==> config.mk <==
export PLATFORM = sky130hd
export DESIGN_NAME = sram_ctrl
export DESIGN_NICKNAME = d
export VERILOG_FILES = /design/src/inc/sram_ctrl_pkg.sv /design/src/hdl/sram_ctrl.sv
export SDC_FILE = /design/constraint.sdc
export NUM_CORES = 1
export LEC_CHECK = 0
export BUFFER_PORTS_ARGS = -buffer_cell sky130_fd_sc_hd__buf_2
export CAP_MARGIN = 20
export CELL_PAD_IN_SITES_DETAIL_PLACEMENT = 1
export CELL_PAD_IN_SITES_GLOBAL_PLACEMENT = 1
export CORE_MARGIN = 1.5
export CORE_UTILIZATION = 29
export CTS_BUF_LIST = sky130_fd_sc_hd__clkbuf_8
export CTS_CLUSTER_DIAMETER = 100
export CTS_CLUSTER_SIZE = 30
export DETAILED_ROUTE_END_ITERATION = 10
export GPL_TIMING_DRIVEN = 0
export PLACE_DENSITY = 0.71
export SLEW_MARGIN = 20
export SYNTH_ARGS = -nofsm -noshare
export SYNTH_HDL_FRONTEND = slang
export SYNTH_SLANG_ARGS = --single-unit
==> constraint.sdc <==
create_clock -name ref_clk_i -period 2.1 [get_ports ref_clk_i]
set_input_delay 0.42 -clock ref_clk_i [delete_from_list [all_inputs] [get_ports ref_clk_i]]
set_output_delay 0.42 -clock ref_clk_i [all_outputs]
set_load 0.02 [all_outputs]
==> src/inc/sram_ctrl_pkg.sv <==
// constants shared by the 1k-by-1 static ram controller
package sram_ctrl_pkg;
  localparam int unsigned ADDR_W = 10; // word address width
  localparam int unsigned WORDS = 1024; // words per part
  localparam int unsigned CLK_PERIOD_PS = 50000; // 20 mhz reference
  localparam int unsigned STROBE_MIN_PS = 7000; // least strobe low time
  localparam int unsigned SETUP_MIN_PS = 1000; // address/data setup before strobe
  localparam int unsigned HOLD_MIN_PS = 2000; // hold after strobe
  localparam int unsigned ACCESS_MAX_PS = 10000; // address access time
  // least times round up, none below one cycle
  localparam int unsigned STROBE_CYC_RAW = (STROBE_MIN_PS + CLK_PERIOD_PS - 1) / CLK_PERIOD_PS;
  localparam int unsigned SETUP_CYC_RAW = (SETUP_MIN_PS + CLK_PERIOD_PS - 1) / CLK_PERIOD_PS;
  localparam int unsigned HOLD_CYC_RAW = (HOLD_MIN_PS + CLK_PERIOD_PS - 1) / CLK_PERIOD_PS;
  localparam int unsigned ACCESS_CYC_RAW = (ACCESS_MAX_PS + CLK_PERIOD_PS - 1) / CLK_PERIOD_PS;
  localparam logic [1:0] STROBE_CYC = 2'(STROBE_CYC_RAW < 1 ? 1 : STROBE_CYC_RAW);
  localparam logic [1:0] SETUP_CYC = 2'(SETUP_CYC_RAW < 1 ? 1 : SETUP_CYC_RAW);
  localparam logic [1:0] HOLD_CYC = 2'(HOLD_CYC_RAW < 1 ? 1 : HOLD_CYC_RAW);
  localparam logic [1:0] ACCESS_CYC = 2'(ACCESS_CYC_RAW < 1 ? 1 : ACCESS_CYC_RAW);
  localparam logic [1:0] CNT_ONE = 2'h1; // counter step
  localparam logic [1:0] CNT_ZERO = 2'h0; // counter rest
  localparam logic [1:0] CNT_FULL = 2'h3; // counter ceiling for the strobe width checker
  localparam logic [1:0] SYNC_CYC = 2'h2; // synchroniser stages on the data pins
  localparam logic [1:0] SEL_NONE_N = 2'h3; // both parts deselected
  localparam logic [1:0] SEL_PART0_N = 2'h2; // lower part selected, address bit 10 clear
  localparam logic [1:0] SEL_PART1_N = 2'h1; // upper part selected, address bit 10 set
  // controller states, gray along idle-setup-strobe-hold and idle-access
  typedef enum logic [2:0] {
    ST_IDLE = 3'h0,
    ST_SETUP = 3'h1,
    ST_STROBE = 3'h3,
    ST_HOLD = 3'h2,
    ST_ACCESS = 3'h4
  } ctrl_state_e;
endpackage

==> src/hdl/sram_ctrl.sv <==
// controller that drives two 1k-by-1 static rams through their pins
`timescale 1ns/100ps
module sram_ctrl (
  input wire logic ref_clk_i, // 20 mhz clock
  input wire logic reset_i, // async reset, active high
  input wire logic req_i, // request pulse or level, taken when idle
  input wire logic req_write_i, // 1 write, 0 read
  input wire logic [10:0] req_addr_i, // bit 10 picks one of two parts
  input wire logic req_data_i, // bit to write
  input wire logic [1:0] read_bit_out_i, // data outputs of the two parts
  output logic busy_o, // access in progress
  output logic done_o, // one-cycle end of access
  output logic rd_data_o, // read result, valid with done
  output logic [9:0] bit_address_o, // address to both parts
  output logic [1:0] chip_select_n_o, // per-part select, active low
  output logic write_strobe_n_o, // write strobe, active low
  output logic write_bit_in_o // data to both parts
);
  sram_ctrl_pkg::ctrl_state_e state, next_state;
  logic [1:0] cnt; // time in current phase
  logic [1:0] next_cnt;
  logic req_write; // latched direction
  logic [1:0] rd_sync1, rd_sync2; // data pins synchronised
  logic [1:0] sel_n_dec; // decoded selects for a new request
  logic cnt_hit_setup; // setup phase has run its length
  logic cnt_hit_strobe; // strobe phase has run its length
  logic cnt_hit_hold; // hold phase has run its length
  logic cnt_hit_access; // read wait, access plus synchroniser, is over
  logic rd_pick; // wired-or of both parts
  logic [1:0] strobe_low_cnt; // checker helper, cycles with the strobe low

  // one phase-end test shared by every timed phase of an access
  function automatic logic phase_end(input logic [1:0] count, input logic [1:0] len);
    phase_end = (count == len);
  endfunction

  // bit 10 of the request chooses one part, no external decoder
  assign sel_n_dec = req_addr_i[10] ? sram_ctrl_pkg::SEL_PART1_N
    : sram_ctrl_pkg::SEL_PART0_N;
  // deselected part drives low, so an or of both gives the read bit
  assign rd_pick = |rd_sync2;
  assign cnt_hit_setup = phase_end(cnt, sram_ctrl_pkg::SETUP_CYC);
  assign cnt_hit_strobe = phase_end(cnt, sram_ctrl_pkg::STROBE_CYC);
  assign cnt_hit_hold = phase_end(cnt, sram_ctrl_pkg::HOLD_CYC);
  // two synchroniser stages plus the access time cover the async read path
  assign cnt_hit_access = phase_end(cnt,
    sram_ctrl_pkg::ACCESS_CYC + sram_ctrl_pkg::SYNC_CYC);

  // next state and phase counter
  always_comb begin
    next_state = state;
    next_cnt = cnt + sram_ctrl_pkg::CNT_ONE;
    case (state)
      sram_ctrl_pkg::ST_IDLE: begin
        next_cnt = sram_ctrl_pkg::CNT_ZERO;
        if (req_i) begin
          next_state = req_i && req_write_i ? sram_ctrl_pkg::ST_SETUP : sram_ctrl_pkg::ST_ACCESS;
        end
      end
      sram_ctrl_pkg::ST_SETUP: begin
        if (cnt_hit_setup) begin
          next_state = sram_ctrl_pkg::ST_STROBE;
          next_cnt = sram_ctrl_pkg::CNT_ONE;
        end
      end
      sram_ctrl_pkg::ST_STROBE: begin
        if (cnt_hit_strobe) begin
          next_state = sram_ctrl_pkg::ST_HOLD;
          next_cnt = sram_ctrl_pkg::CNT_ONE;
        end
      end
      sram_ctrl_pkg::ST_HOLD: begin
        if (cnt_hit_hold) begin
          next_state = sram_ctrl_pkg::ST_IDLE;
        end
      end
      sram_ctrl_pkg::ST_ACCESS: begin
        // wait for access time plus two synchroniser stages
        if (cnt_hit_access) begin
          next_state = sram_ctrl_pkg::ST_IDLE;
        end
      end
      default: begin
        next_state = sram_ctrl_pkg::ST_IDLE;
      end
    endcase
  end

  // state register
  always_ff @(posedge ref_clk_i or posedge reset_i) begin
    if (reset_i) begin
      state <= sram_ctrl_pkg::ST_IDLE;
      cnt <= sram_ctrl_pkg::CNT_ZERO;
    end else begin
      state <= next_state;
      cnt <= next_cnt;
    end
  end

  // two-flop synchroniser for the ram data pins
  always_ff @(posedge ref_clk_i or posedge reset_i) begin
    if (reset_i) begin
      rd_sync1 <= 2'h0;
      rd_sync2 <= 2'h0;
    end else begin
      rd_sync1 <= read_bit_out_i;
      rd_sync2 <= rd_sync1;
    end
  end

  // pin drivers: address, data, select latched at request and held
  always_ff @(posedge ref_clk_i or posedge reset_i) begin
    if (reset_i) begin
      bit_address_o <= 10'h000;
      write_bit_in_o <= 1'h0;
      chip_select_n_o <= sram_ctrl_pkg::SEL_NONE_N; // both parts idle, outputs low
      req_write <= 1'h0;
    end else if (state == sram_ctrl_pkg::ST_IDLE && req_i) begin
      bit_address_o <= req_addr_i[9:0];
      write_bit_in_o <= req_data_i;
      chip_select_n_o <= sel_n_dec;
      req_write <= req_write_i;
    end else if (next_state == sram_ctrl_pkg::ST_IDLE) begin
      // deselect ends the access, so nothing stores after hold
      chip_select_n_o <= sram_ctrl_pkg::SEL_NONE_N;
    end
  end

  // write strobe low only in the strobe phase, data already stable
  always_ff @(posedge ref_clk_i or posedge reset_i) begin
    if (reset_i) begin
      write_strobe_n_o <= 1'h1;
    end else begin
      write_strobe_n_o <= (next_state != sram_ctrl_pkg::ST_STROBE);
    end
  end

  // status and read result
  always_ff @(posedge ref_clk_i or posedge reset_i) begin
    if (reset_i) begin
      busy_o <= 1'h0;
      done_o <= 1'h0;
      rd_data_o <= 1'h0;
    end else begin
      busy_o <= (next_state != sram_ctrl_pkg::ST_IDLE);
      done_o <= (state != sram_ctrl_pkg::ST_IDLE) && (next_state == sram_ctrl_pkg::ST_IDLE);
      if (state == sram_ctrl_pkg::ST_ACCESS && next_state == sram_ctrl_pkg::ST_IDLE) begin
        rd_data_o <= rd_pick;
      end
    end
  end

  // checker helper: cycles the strobe has stood low, saturating at the ceiling
  // it only feeds the width assertion, so saturation never changes behaviour
  always_ff @(posedge ref_clk_i or posedge reset_i) begin
    if (reset_i) begin
      strobe_low_cnt <= sram_ctrl_pkg::CNT_ZERO;
    end else if (write_strobe_n_o) begin
      // strobe high, start afresh at the next fall
      strobe_low_cnt <= sram_ctrl_pkg::CNT_ZERO;
    end else if (strobe_low_cnt != sram_ctrl_pkg::CNT_FULL) begin
      strobe_low_cnt <= strobe_low_cnt + sram_ctrl_pkg::CNT_ONE;
    end
  end

  // the checks below sample on the controller clock and sleep during reset

  // strobe never low while both parts are deselected
  a_strobe_needs_sel: assert property (@(posedge ref_clk_i) disable iff (reset_i)
    !write_strobe_n_o |-> (chip_select_n_o != sram_ctrl_pkg::SEL_NONE_N))
    else $error("strobe without select");

  // strobe stood low at least the counted cycles before it rose
  a_strobe_width: assert property (@(posedge ref_clk_i) disable iff (reset_i)
    $rose(write_strobe_n_o) |-> (strobe_low_cnt >= sram_ctrl_pkg::STROBE_CYC))
    else $error("strobe too short");

  // address and data do not move while the strobe is low
  a_data_stable: assert property (@(posedge ref_clk_i) disable iff (reset_i)
    !write_strobe_n_o |-> $stable(write_bit_in_o) && $stable(bit_address_o))
    else $error("write data moved");

  // select, address and data still stand in the cycle after the strobe rises
  a_hold_after: assert property (@(posedge ref_clk_i) disable iff (reset_i)
    $rose(write_strobe_n_o) |-> (chip_select_n_o != sram_ctrl_pkg::SEL_NONE_N)
      && $stable(bit_address_o) && $stable(write_bit_in_o))
    else $error("write hold too short");

  // only one part is selected at a time
  a_one_select: assert property (@(posedge ref_clk_i) disable iff (reset_i)
    chip_select_n_o != 2'h0)
    else $error("both parts selected");

  // no strobe while a read waits for its data
  a_read_no_strobe: assert property (@(posedge ref_clk_i) disable iff (reset_i)
    (state == sram_ctrl_pkg::ST_ACCESS) |-> write_strobe_n_o)
    else $error("strobe in read");

  // every access ends within a bound
  a_access_ends: assert property (@(posedge ref_clk_i) disable iff (reset_i)
    $rose(busy_o) |-> ##[1:8] done_o)
    else $error("access hung");

  // done is a single-cycle pulse
  a_done_pulse: assert property (@(posedge ref_clk_i) disable iff (reset_i)
    done_o |=> !done_o)
    else $error("done held too long");

  // address follows the request that was taken
  a_addr_taken: assert property (@(posedge ref_clk_i) disable iff (reset_i)
    (state == sram_ctrl_pkg::ST_IDLE) && req_i |=> bit_address_o == $past(req_addr_i[9:0]))
    else $error("address not taken");

  // parts stay deselected while no access runs
  a_idle_desel: assert property (@(posedge ref_clk_i) disable iff (reset_i)
    !busy_o && !done_o |-> (chip_select_n_o == sram_ctrl_pkg::SEL_NONE_N))
    else $error("select left on");

  // main scenarios: a full write, a read returning one, each part in use
  c_write: cover property (@(posedge ref_clk_i) disable iff (reset_i)
    $fell(write_strobe_n_o) ##[1:8] done_o);
  c_read_hi: cover property (@(posedge ref_clk_i) disable iff (reset_i)
    done_o && !req_write && (chip_select_n_o == sram_ctrl_pkg::SEL_NONE_N) && rd_data_o);
  c_upper_part: cover property (@(posedge ref_clk_i) disable iff (reset_i)
    chip_select_n_o == sram_ctrl_pkg::SEL_PART1_N);
  c_lower_part: cover property (@(posedge ref_clk_i) disable iff (reset_i)
    chip_select_n_o == sram_ctrl_pkg::SEL_PART0_N);
endmodule

* Word-level counts from Yosys, hierarchy flattened
Index checks and enable logic that the tools add are counted.
** Cells by class
- Add/sub/neg operators :: 1
- Multiply operators :: 0
- Divide/modulo/power cells :: 0
- Magnitude comparators :: 0
- Equal/unequal tests :: 7
- Shift operators :: 0
- Multiplexer cells :: 12
- Bitwise operators :: 0
- Reductions and logical operators :: 11
** Operators by type and width (count)
- 2-to-1 mux 3 bit :: 6
- one-hot mux 3 bit (5 select lines) :: 1
- 2-to-1 mux 2 bit :: 4
- equality test 3 x 2 -> 1 bit, second input constant :: 2
- zero test 3 bit :: 2
- nonzero test 3 bit :: 2
- logical AND 1 bit :: 4
- one-hot mux 2 bit (2 select lines) :: 1
- OR reduction 2 bit :: 2
- equality test 3 x 1 -> 1 bit, second input constant :: 1
- equality test 3 bit, second input constant :: 1
- inequality test 3 x 2 -> 1 bit, second input constant :: 1
- adder 2 x 1 -> 2 bit, second input constant :: 1
- equality test 2 x 1 -> 1 bit, second input constant :: 1
- equality test 2 bit, second input constant :: 1
- nonzero test 2 bit :: 1
** Word-level totals
- Bits in registers :: 26
- Bits in latches :: 0
- Bits in writable memories :: 0
- ROM bits :: 0
- Bits of input ports :: 18
- Output and inout port bits :: 17
- Logic and storage cells :: 42
- Memories kept :: 0

* Logic depth before layout (Yosys ltp)
Gate-level depths: netlist of the first run.
- Depth in word-level cells :: 7
- Depth in mapped cells :: 7
- Depth with buffers taken out :: 6

* Worst setup path before layout of the first run
Ideal clock, no wire load.
- Path type :: reg2reg
- Start point :: register state[2]
- End point :: register bit_address_o[0]
- Library setup time :: 0.125 ns
- Arrival time :: 1.333 ns
- Setup slack :: 0.642 ns
- Cell stages (with the launch flop) :: 7
- Path buffers :: 3
- Period minus slack after synthesis :: 1.458 ns
- Cell sequence :: dfrtp_1 buf_6 nor3_2 and2_1 buf_6 buf_12 mux2_4
** Between the ends
- Longest elaborated chain between the ends :: 2
** Ends and longest elaborated chain
- start: declaration :: line sram_ctrl.sv:19 : sram_ctrl_pkg::ctrl_state_e state, next_state;
- start signal: assignment :: line sram_ctrl.sv:92 : state <= sram_ctrl_pkg::ST_IDLE;
- start signal: assignment :: line sram_ctrl.sv:95 : state <= next_state;
- zero test 3 bit :: line sram_ctrl.sv:118 : end else if (state == sram_ctrl_pkg::ST_IDLE && req_i) begin
- logical AND 1 bit :: line sram_ctrl.sv:118
- end signal: assignment :: line sram_ctrl.sv:119 : bit_address_o <= req_addr_i[9:0];
- end: declaration :: line sram_ctrl.sv:14 : output logic [9:0] bit_address_o,
No other way between the ends.
A chain may end at the register's enable or synchronous reset.

* Final worst setup path of the first run
- Start point :: register state[2]
- End point :: register bit_address_o[8]
Same word-level chain as after synthesis.

==> results.sh, run 1 <==
export IMPL_startpoint_type="flip-flop"
export IMPL_wl_per_cell_um=12.98
export IMPL_first_global_vias=761
export IMPL_cts_tree="built"
export IMPL_tightest_slew_ns=0.4400
export IMPL_synth_adder_area_share_pct=3.476
export IMPL_grt_util_met3_pct=3.521
export IMPL_clkLatencyLatePin_ns=0.27
export IMPL_crit_path_top_delay_cell="dfrtp_1"
export IMPL_ys_seq_elements=26
export IMPL_synthMuxAreaShare_pct=13.56
export IMPL_synth_compound_area_share_pct=7.879
export IMPL_synth_top_family_by_area="multiplexers"
export IMPL_dr_pass1_iters=4
export IMPL_nets=139
export IMPL_r2r_cells=6
export IMPL_leakagePower_nw=0.6705
export IMPL_reg2reg_to="bit_address_o[8]"
export IMPL_drtIter0Drc=15
export IMPL_seqPwrFrac_pct=37.8
export IMPL_grt_usage_pct=11.50
export IMPL_ant_nets=0
export IMPL_busiest_layer="met2"
export IMPL_drive_above_1_share_pct=52.14
export IMPL_postCtsSetupBuffers=0
export IMPL_cap_violations=0
export IMPL_fin_crit_ns=1.556
export IMPL_clk_pin_slew_ns=0.09
export IMPL_clock_skew_ns=0.001884
export IMPL_ir_worst_vdd_mv=0.4393
export IMPL_synthesis_nets=99
export IMPL_dr_total_vias=721
export IMPL_hold_buffers=0
export IMPL_overflow=0
export IMPL_port_buffer_count=34
export IMPL_clkSinkCount=26
export IMPL_status="complete, no violations"
export IMPL_synthCells=78
export IMPL_dieHeight_um=64.02
export IMPL_die_area_mm2=0.004099
export IMPL_cp_common_cell="buf_6"
export IMPL_crit_family="buffers and inverters"
export IMPL_final_cell_mix="buf_2 (34), dfrtp_1 (23), mux2_4 (6), nor2_1 (6)"
export IMPL_io_pins=35
export IMPL_grt_max_degree=27
export IMPL_required_ns=2.26
export IMPL_grt_antenna_before_repair=0
export IMPL_cts_resized=0
export IMPL_placementRows=21
export IMPL_ys_types=25
export IMPL_crit_path_max_fanout=10
export IMPL_synth_area_per_cell_um2=13.84
export IMPL_p_sw_mw=0.8016
export IMPL_path_class="flip-flop to flip-flop"
export IMPL_initial_core_util_pct=31.37
export IMPL_diodes=0
export IMPL_critPathArrivalTime_ns=1.72
export IMPL_syn2layout_area_growth_pct=29.08
export IMPL_period_share_pct=74.10
export IMPL_synth_xor_xnor_area_share_pct=0
export IMPL_drc=0
export IMPL_wirelength_um=2115
export IMPL_via_per_inst=4.423
export IMPL_mostFrequentLayoutCell="buf_2"
export IMPL_numCtsBuffers=3
export IMPL_cpPeakStageDelay_ns=0.39
export IMPL_synthesis_area_mm2=0.001080
export IMPL_max_freq_mhz=642.7
export IMPL_fin_area_mm2=0.001394
export IMPL_rsz0062_at_grt="no"
export IMPL_clkPwrFrac_pct=18.4
export IMPL_p_per_area_mw_per_mm2=1606
export IMPL_grt_pass1_wl_um=3560
export IMPL_cts_buffer_depth=2
export IMPL_placed_area_mm2=0.001308
export IMPL_dpl_hpwl_um=1565
export IMPL_r2r_start="state[2]"
export IMPL_critPathCaptureType="flip-flop"
export IMPL_final_max_slew_viol_count=0
export IMPL_reg2reg_slack_ns=0.54
export IMPL_die_x_um=64.02
export IMPL_finalSetupViolCount=0
export IMPL_h_tree_depth=1
export IMPL_combPwrFrac_pct=43.9
export IMPL_path_cells="buf_6 > nor3_2 > and2_1 > buf_6 > buf_12 > mux2_4"
export IMPL_gp_congestion=0.7453
export IMPL_p_sw_share_pct=35.81
export IMPL_grt_use_met1_pct=13.77
export IMPL_seq_area_frac_synth_pct=60.60
export IMPL_synthSimpleGateAreaFrac_pct=9.154
export IMPL_internal_power_mw=1.437
export IMPL_worst_path_buf_inv=3
export IMPL_core_mm2=0.003442
export IMPL_fin_tns_setup_ns=0
export IMPL_use_met2_pct=17.84
export IMPL_cts_root_buf="clkbuf_8"
export IMPL_finalHoldViolations=0
export IMPL_slew_headroom_pct=70.63
export IMPL_yosys_warnings=0
export IMPL_min_path_type="input pin to asynchronous set/reset pin"
==> sequential cells by signal, summed over array words and instances, names as in the netlist <==
signal	count
rd_sync2	2
chip_select_n_o	2
write_strobe_n_o	1
done_o	1
cnt	2
write_bit_in_o	1
state	3
rd_sync1	2
busy_o	1
bit_address_o	10
rd_data_o	1
==> logic make-up (layout without fill, tap and decap cells) <==
family	after synthesis	in the layout
compound gates	12	12
mux	11	11
simple gates	19	19
buf+inv	7	46
fa+ha+maj	3	3
flops	26	26
==> power by group through the flow <==
stage | logic [mW] | clock network [mW] | registers [mW]
after global routing | 1.07 | 0.443 | 0.875
after floorplan | 0.511 | 0 | 1.05
after CTS | 0.996 | 0.427 | 0.850
after detailed placement | 0.992 | 0 | 0.859
final | 0.982 | 0.411 | 0.845
after global placement | 0.968 | 0 | 0.844
==> area by class of cell <==
class	count	area [um^2]
Buffer	3	42.54
Inverter	4	15.01
Clock buffer	3	41.29
Multi-Input combinational cell	45	367.9
Fill cell	394	2048
Clock inverter	1	30.03
Sequential cell	26	654.4
Tap cell	46	57.56
Timing Repair Buffer	35	185.2
==> per-stage QoR <==
step | setup WS, ns | hold slack (ns) | utilization [%] | power, mW | cells
3_3_place_gp | 0.5690 | 0.3367 | 37.99 | 1.812 | 158
5_1_grt | 0.4792 | 0.1656 | 40.49 | 2.390 | 163
6_report | 0.5440 | 0.1318 | 40.49 | 2.239 | 163
3_5_place_dp | 0.5559 | 0.3385 | 37.99 | 1.852 | 158
4_1_cts | 0.5209 | 0.2428 | 40.06 | 2.273 | 162
2_1_floorplan | 0.6422 | 0.3312 | - | 1.564 | 78
==> worst max path at each step <==
stage	startpoint	endpoint	slack (ns)	cells after the start
6_report	state[2]	bit_address_o[8]	0.54	6
5_1_grt	state[2]	bit_address_o[0]	0.48	6
4_1_cts	state[2]	bit_address_o[8]	0.52	6
3_5_place_dp	state[2]	bit_address_o[8]	0.56	6
3_3_place_gp	state[2]	bit_address_o[9]	0.57	6
2_1_floorplan	state[2]	bit_address_o[0]	0.64	6
==> cell usage after synthesis <==
| master | n | area, um^2 |
|---|---|---|
| nor2_1 | 6 | 22.52 |
| a21oi_1 | 4 | 20.02 |
| dfstp_2 | 3 | 78.83 |
| nand2b_1 | 1 | 6.260 |
| ha_1 | 3 | 37.54 |
| o21bai_2 | 1 | 11.26 |
| or2_2 | 1 | 6.260 |
| nand2_1 | 5 | 18.77 |
| nor2b_1 | 1 | 6.260 |
| a21oi_2 | 1 | 8.760 |
| and2b_1 | 1 | 7.510 |
| nand3b_1 | 2 | 15.01 |
| inv_1 | 4 | 15.01 |
| a22oi_2 | 1 | 12.51 |
| o21ai_0 | 2 | 10.01 |
| buf_12 | 1 | 20.02 |
| a31oi_1 | 1 | 6.260 |
| o31ai_1 | 1 | 7.510 |
| dfrtp_1 | 23 | 575.6 |
| mux2_2 | 5 | 56.30 |
| nor3_2 | 1 | 10.01 |
| mux2_4 | 6 | 90.09 |
| o32ai_1 | 1 | 8.760 |
| buf_6 | 2 | 22.52 |
| and2_1 | 1 | 6.260 |
==> per-layer routing <==
metal	up-vias	routed length (um)
li1	340	-
met1	354	908
met2	23	990
met3	4	155
met4	0	60
met5	-	0
Note: power is estimated with default switching activity, not from simulation.
==> run 2: changes to the inputs <==
ABC_AREA = 1   (was default)
PLACE_DENSITY = 0.74   (was 0.71)
clock period = 1.6 ns   (was 2.1 ns; I/O delays follow)
==> run 2 against run 1 <==
Compared with the run above:
- clock skew up 0.0068 ns
- hold slack better by 0.0077 ns
- final cell count up 25%
- sequential share of layout area down 1.3 points
- routed wire length up 14%
- synthesized area up 1.3%
- setup slack worse by 0.33 ns
- via count up 22%
- clock-buffer cell count unchanged
- register-to-register slack worse by 0.33 ns
- global-route usage up 1.7 points
==> results.sh, run 2 <==
export IMPL_status="complete, no violations"
export IMPL_synth_top_cell_area_share_pct=52.63
export IMPL_ant_nets=0
export IMPL_synth_area_per_cell_um2=9.427
export IMPL_cpPeakStageDelay_ns=0.43
export IMPL_yosysTopAreaCell="dfrtp_1"
export IMPL_fin_area_mm2=0.001433
export IMPL_synth_top_cells_by_area="dfrtp_1 (53%), nand2_1 (16%), dfstp_2 (7.2%)"
export IMPL_p_total_mw=2.961
export IMPL_initial_core_util_pct=30.10
export IMPL_instances_no_fill=204
export IMPL_grt_max_degree=27
export IMPL_min_path_type="input pin to flip-flop"
export IMPL_fin_tns_setup_ns=0
export IMPL_ys_seq_elements=26
export IMPL_synthesis_area_mm2=0.001094
export IMPL_h_tree_depth=1
export IMPL_largest_reg_flops=10
export IMPL_synthCells=116
export IMPL_placementRows=22
export IMPL_dr_pass1_iters=4
export IMPL_wirelength_um=2410
export IMPL_p_per_area_mw_per_mm2=2067
export IMPL_post_place_cells=198
export IMPL_final_cell_mix="nand2_1 (47), buf_2 (35), dfrtp_1 (23)"
export IMPL_top_regs="bit_address_o (10), state (3)"
export IMPL_syn2layout_area_growth_pct=31.01
export IMPL_core_mm2=0.003633
export IMPL_grt_usage_pct=13.16
export IMPL_required_ns=1.78
export IMPL_rsz0062_at_grt="no"
export IMPL_tightest_slew_ns=0.4183
export IMPL_synthMuxAreaShare_pct=0
export IMPL_numCtsBuffers=3
export IMPL_drc=0
export IMPL_synthesis_nets=137
export IMPL_first_global_vias=959
export IMPL_gp_congestion=0.7340
export IMPL_postCtsSetupBuffers=0
export IMPL_clkSinkCount=26
export IMPL_nets=178
export IMPL_cts_tree="built"
export IMPL_wl_per_cell_um=11.81
export IMPL_finalSetupViolCount=0
export IMPL_clkPwrFrac_pct=18.5
export IMPL_fin_crit_ns=1.382
export IMPL_dr_total_vias=881
export IMPL_p_sw_share_pct=41.50
export IMPL_grt_pass1_wl_um=4126
export IMPL_cts_resized=0
export IMPL_ir_worst_vdd_mv=0.6048
export IMPL_die_x_um=64.41
export IMPL_period_share_pct=86.40
export IMPL_crit_path_max_fanout=4
export IMPL_crit_path_top_delay_cell="dfrtp_1"
export IMPL_die_area_mm2=0.004148
export IMPL_synth_common_cells="nand2_1 (47), dfrtp_1 (23), inv_1 (11)"
export IMPL_synth_xor_xnor_area_share_pct=0
export IMPL_ys_types=22
export IMPL_clkLatencyLatePin_ns=0.28
export IMPL_leakagePower_nw=0.8042
export IMPL_grt_antenna_before_repair=0
export IMPL_path_cells="ha_1 > nor2_1 > nor2_4 > nor2_4 > nand3_1 > nand2_1 > nand2_1"
export IMPL_mostFrequentLayoutCell="nand2_1"
export IMPL_internal_power_mw=1.732
export IMPL_synth_most_common_cell="nand2_1"
export IMPL_path_class="flip-flop to flip-flop"
export IMPL_diodes=0
export IMPL_critPathCaptureType="flip-flop"
export IMPL_drtIter0Drc=21
export IMPL_drive_above_1_share_pct=37.18
export IMPL_finalHoldViolations=0
export IMPL_dpl_hpwl_um=1880
export IMPL_synth_top_family_by_area="simple AND/OR/NAND/NOR gates"
export IMPL_final_max_slew_viol_count=0
export IMPL_cts_root_buf="clkbuf_8"
export IMPL_port_buffer_count=34
export IMPL_via_per_inst=4.319
export IMPL_fin_util_pct=39.43
export IMPL_max_freq_mhz=723.4
export IMPL_clk_pin_slew_ns=0.10
export IMPL_yosys_warnings=0
export IMPL_seqPwrFrac_pct=37.2
export IMPL_synth_flop_cell="dfrtp_1"
export IMPL_slew_headroom_pct=71.94
export IMPL_top_register="bit_address_o"
export IMPL_critPathArrivalTime_ns=1.56
export IMPL_clock_skew_ns=0.008645
export IMPL_cap_violations=0
export IMPL_combPwrFrac_pct=44.3
export IMPL_synthSimpleGateAreaFrac_pct=28.15
export IMPL_synth_compound_area_share_pct=2.288
export IMPL_dieHeight_um=64.41
export IMPL_p_sw_mw=1.229
export IMPL_seq_area_frac_synth_pct=59.84
export IMPL_io_pins=35
export IMPL_synth_edf_count=0
export IMPL_synth_adder_area_share_pct=3.432
export IMPL_startpoint_type="flip-flop"
export IMPL_placed_area_mm2=0.001324
export IMPL_overflow=0
export IMPL_cts_buffer_depth=2
export IMPL_synthArstFlopShare_pct=100.0
==> run 2: changes by cell type in the layout (fill, tap and decap cells not counted), moves of 3 or more <==
| cell | delta |
|---|---|
| a21oi_1 | -3 |
| inv_1 | +6 |
| inv_2 | +3 |
| mux2_2 | -5 |
| mux2_4 | -6 |
| nand2_1 | +42 |
| nand3_1 | +3 |
| nor2_2 | +3 |
==> run 2: what timing repair did <==
action | in CTS | in global routing
hold buffers | 0 | 1
endpoints found under the hold margin | 0 | 8
endpoints found under the setup margin | 0 | 0
==> run 2: area by class of cell <==
type                            instances  area [um^2]
Tap cell                               48        60.06
Multi-Input combinational cell         74        370.4
Fill cell                             446         2201
Clock buffer                            3        41.29
Clock inverter                          1        30.03
Timing Repair Buffer                   36        207.7
Inverter                               14        52.55
Sequential cell                        26        654.4
Buffer                                  2        16.27
==> run 2: metrics by stage <==
step	setup WS, ns	hold slack [ns]
after floorplan	0.3172	0.3312
after global placement	0.2625	0.3337
after detailed placement	0.2141	0.3411
after CTS	0.1993	0.1360
after global routing	0.09828	0.1349
final	0.2176	0.1395
==> run 2: worst max-delay path: cells and delay by family (launching register included) <==
| kind | cells | cell delay, ns |
|---|---|---|
| fa+ha+maj | 1 | 0.25 |
| flops | 1 | 0.43 |
| simple gates | 6 | 0.61 |
==> run 2: worst paths after layout <==
path | slack, ns | end | from | cells past startpoint
max in group asynchronous | 0.59 | chip_select_n_o[0] | reset_i | 4
max reg2reg | 0.22 | rd_data_o | cnt[0] | 7
min reg2reg | 0.36 | rd_sync2[0] | rd_sync1[0] | 0
min in group asynchronous | 0.53 | rd_sync2[0] | reset_i | 3
min | 0.14 | rd_sync1[0] | read_bit_out_i[0] | 1
max | 0.22 | rd_data_o | cnt[0] | 7
==> run 2: power by group through the flow <==
stage | Sequential (mW) | Combinational, mW | Clock, mW
2_1_floorplan | 1.33 | 0.709 | 0
3_3_place_gp | 1.10 | 1.28 | 0
3_5_place_dp | 1.12 | 1.33 | 0
4_1_cts | 1.10 | 1.34 | 0.569
5_1_grt | 1.13 | 1.48 | 0.587
6_report | 1.10 | 1.31 | 0.548
==> run 2: logic make-up (layout without fill, tap and decap cells) <==
logic type / Yosys count / after routing
AND/OR/NAND/NOR: 67 / 67
flip-flops: 26 / 26
buffers and inverters: 16 / 56
AO/OA/AOI/OAI: 4 / 4
adder cells (fa/ha/maj): 3 / 3
==> run 2: layer usage <==
metal	global-route usage (%)	wire [um]
met4	7.181	61
met2	23.44	1243
met5	0	0
met3	1.585	96
met1	15.26	1009
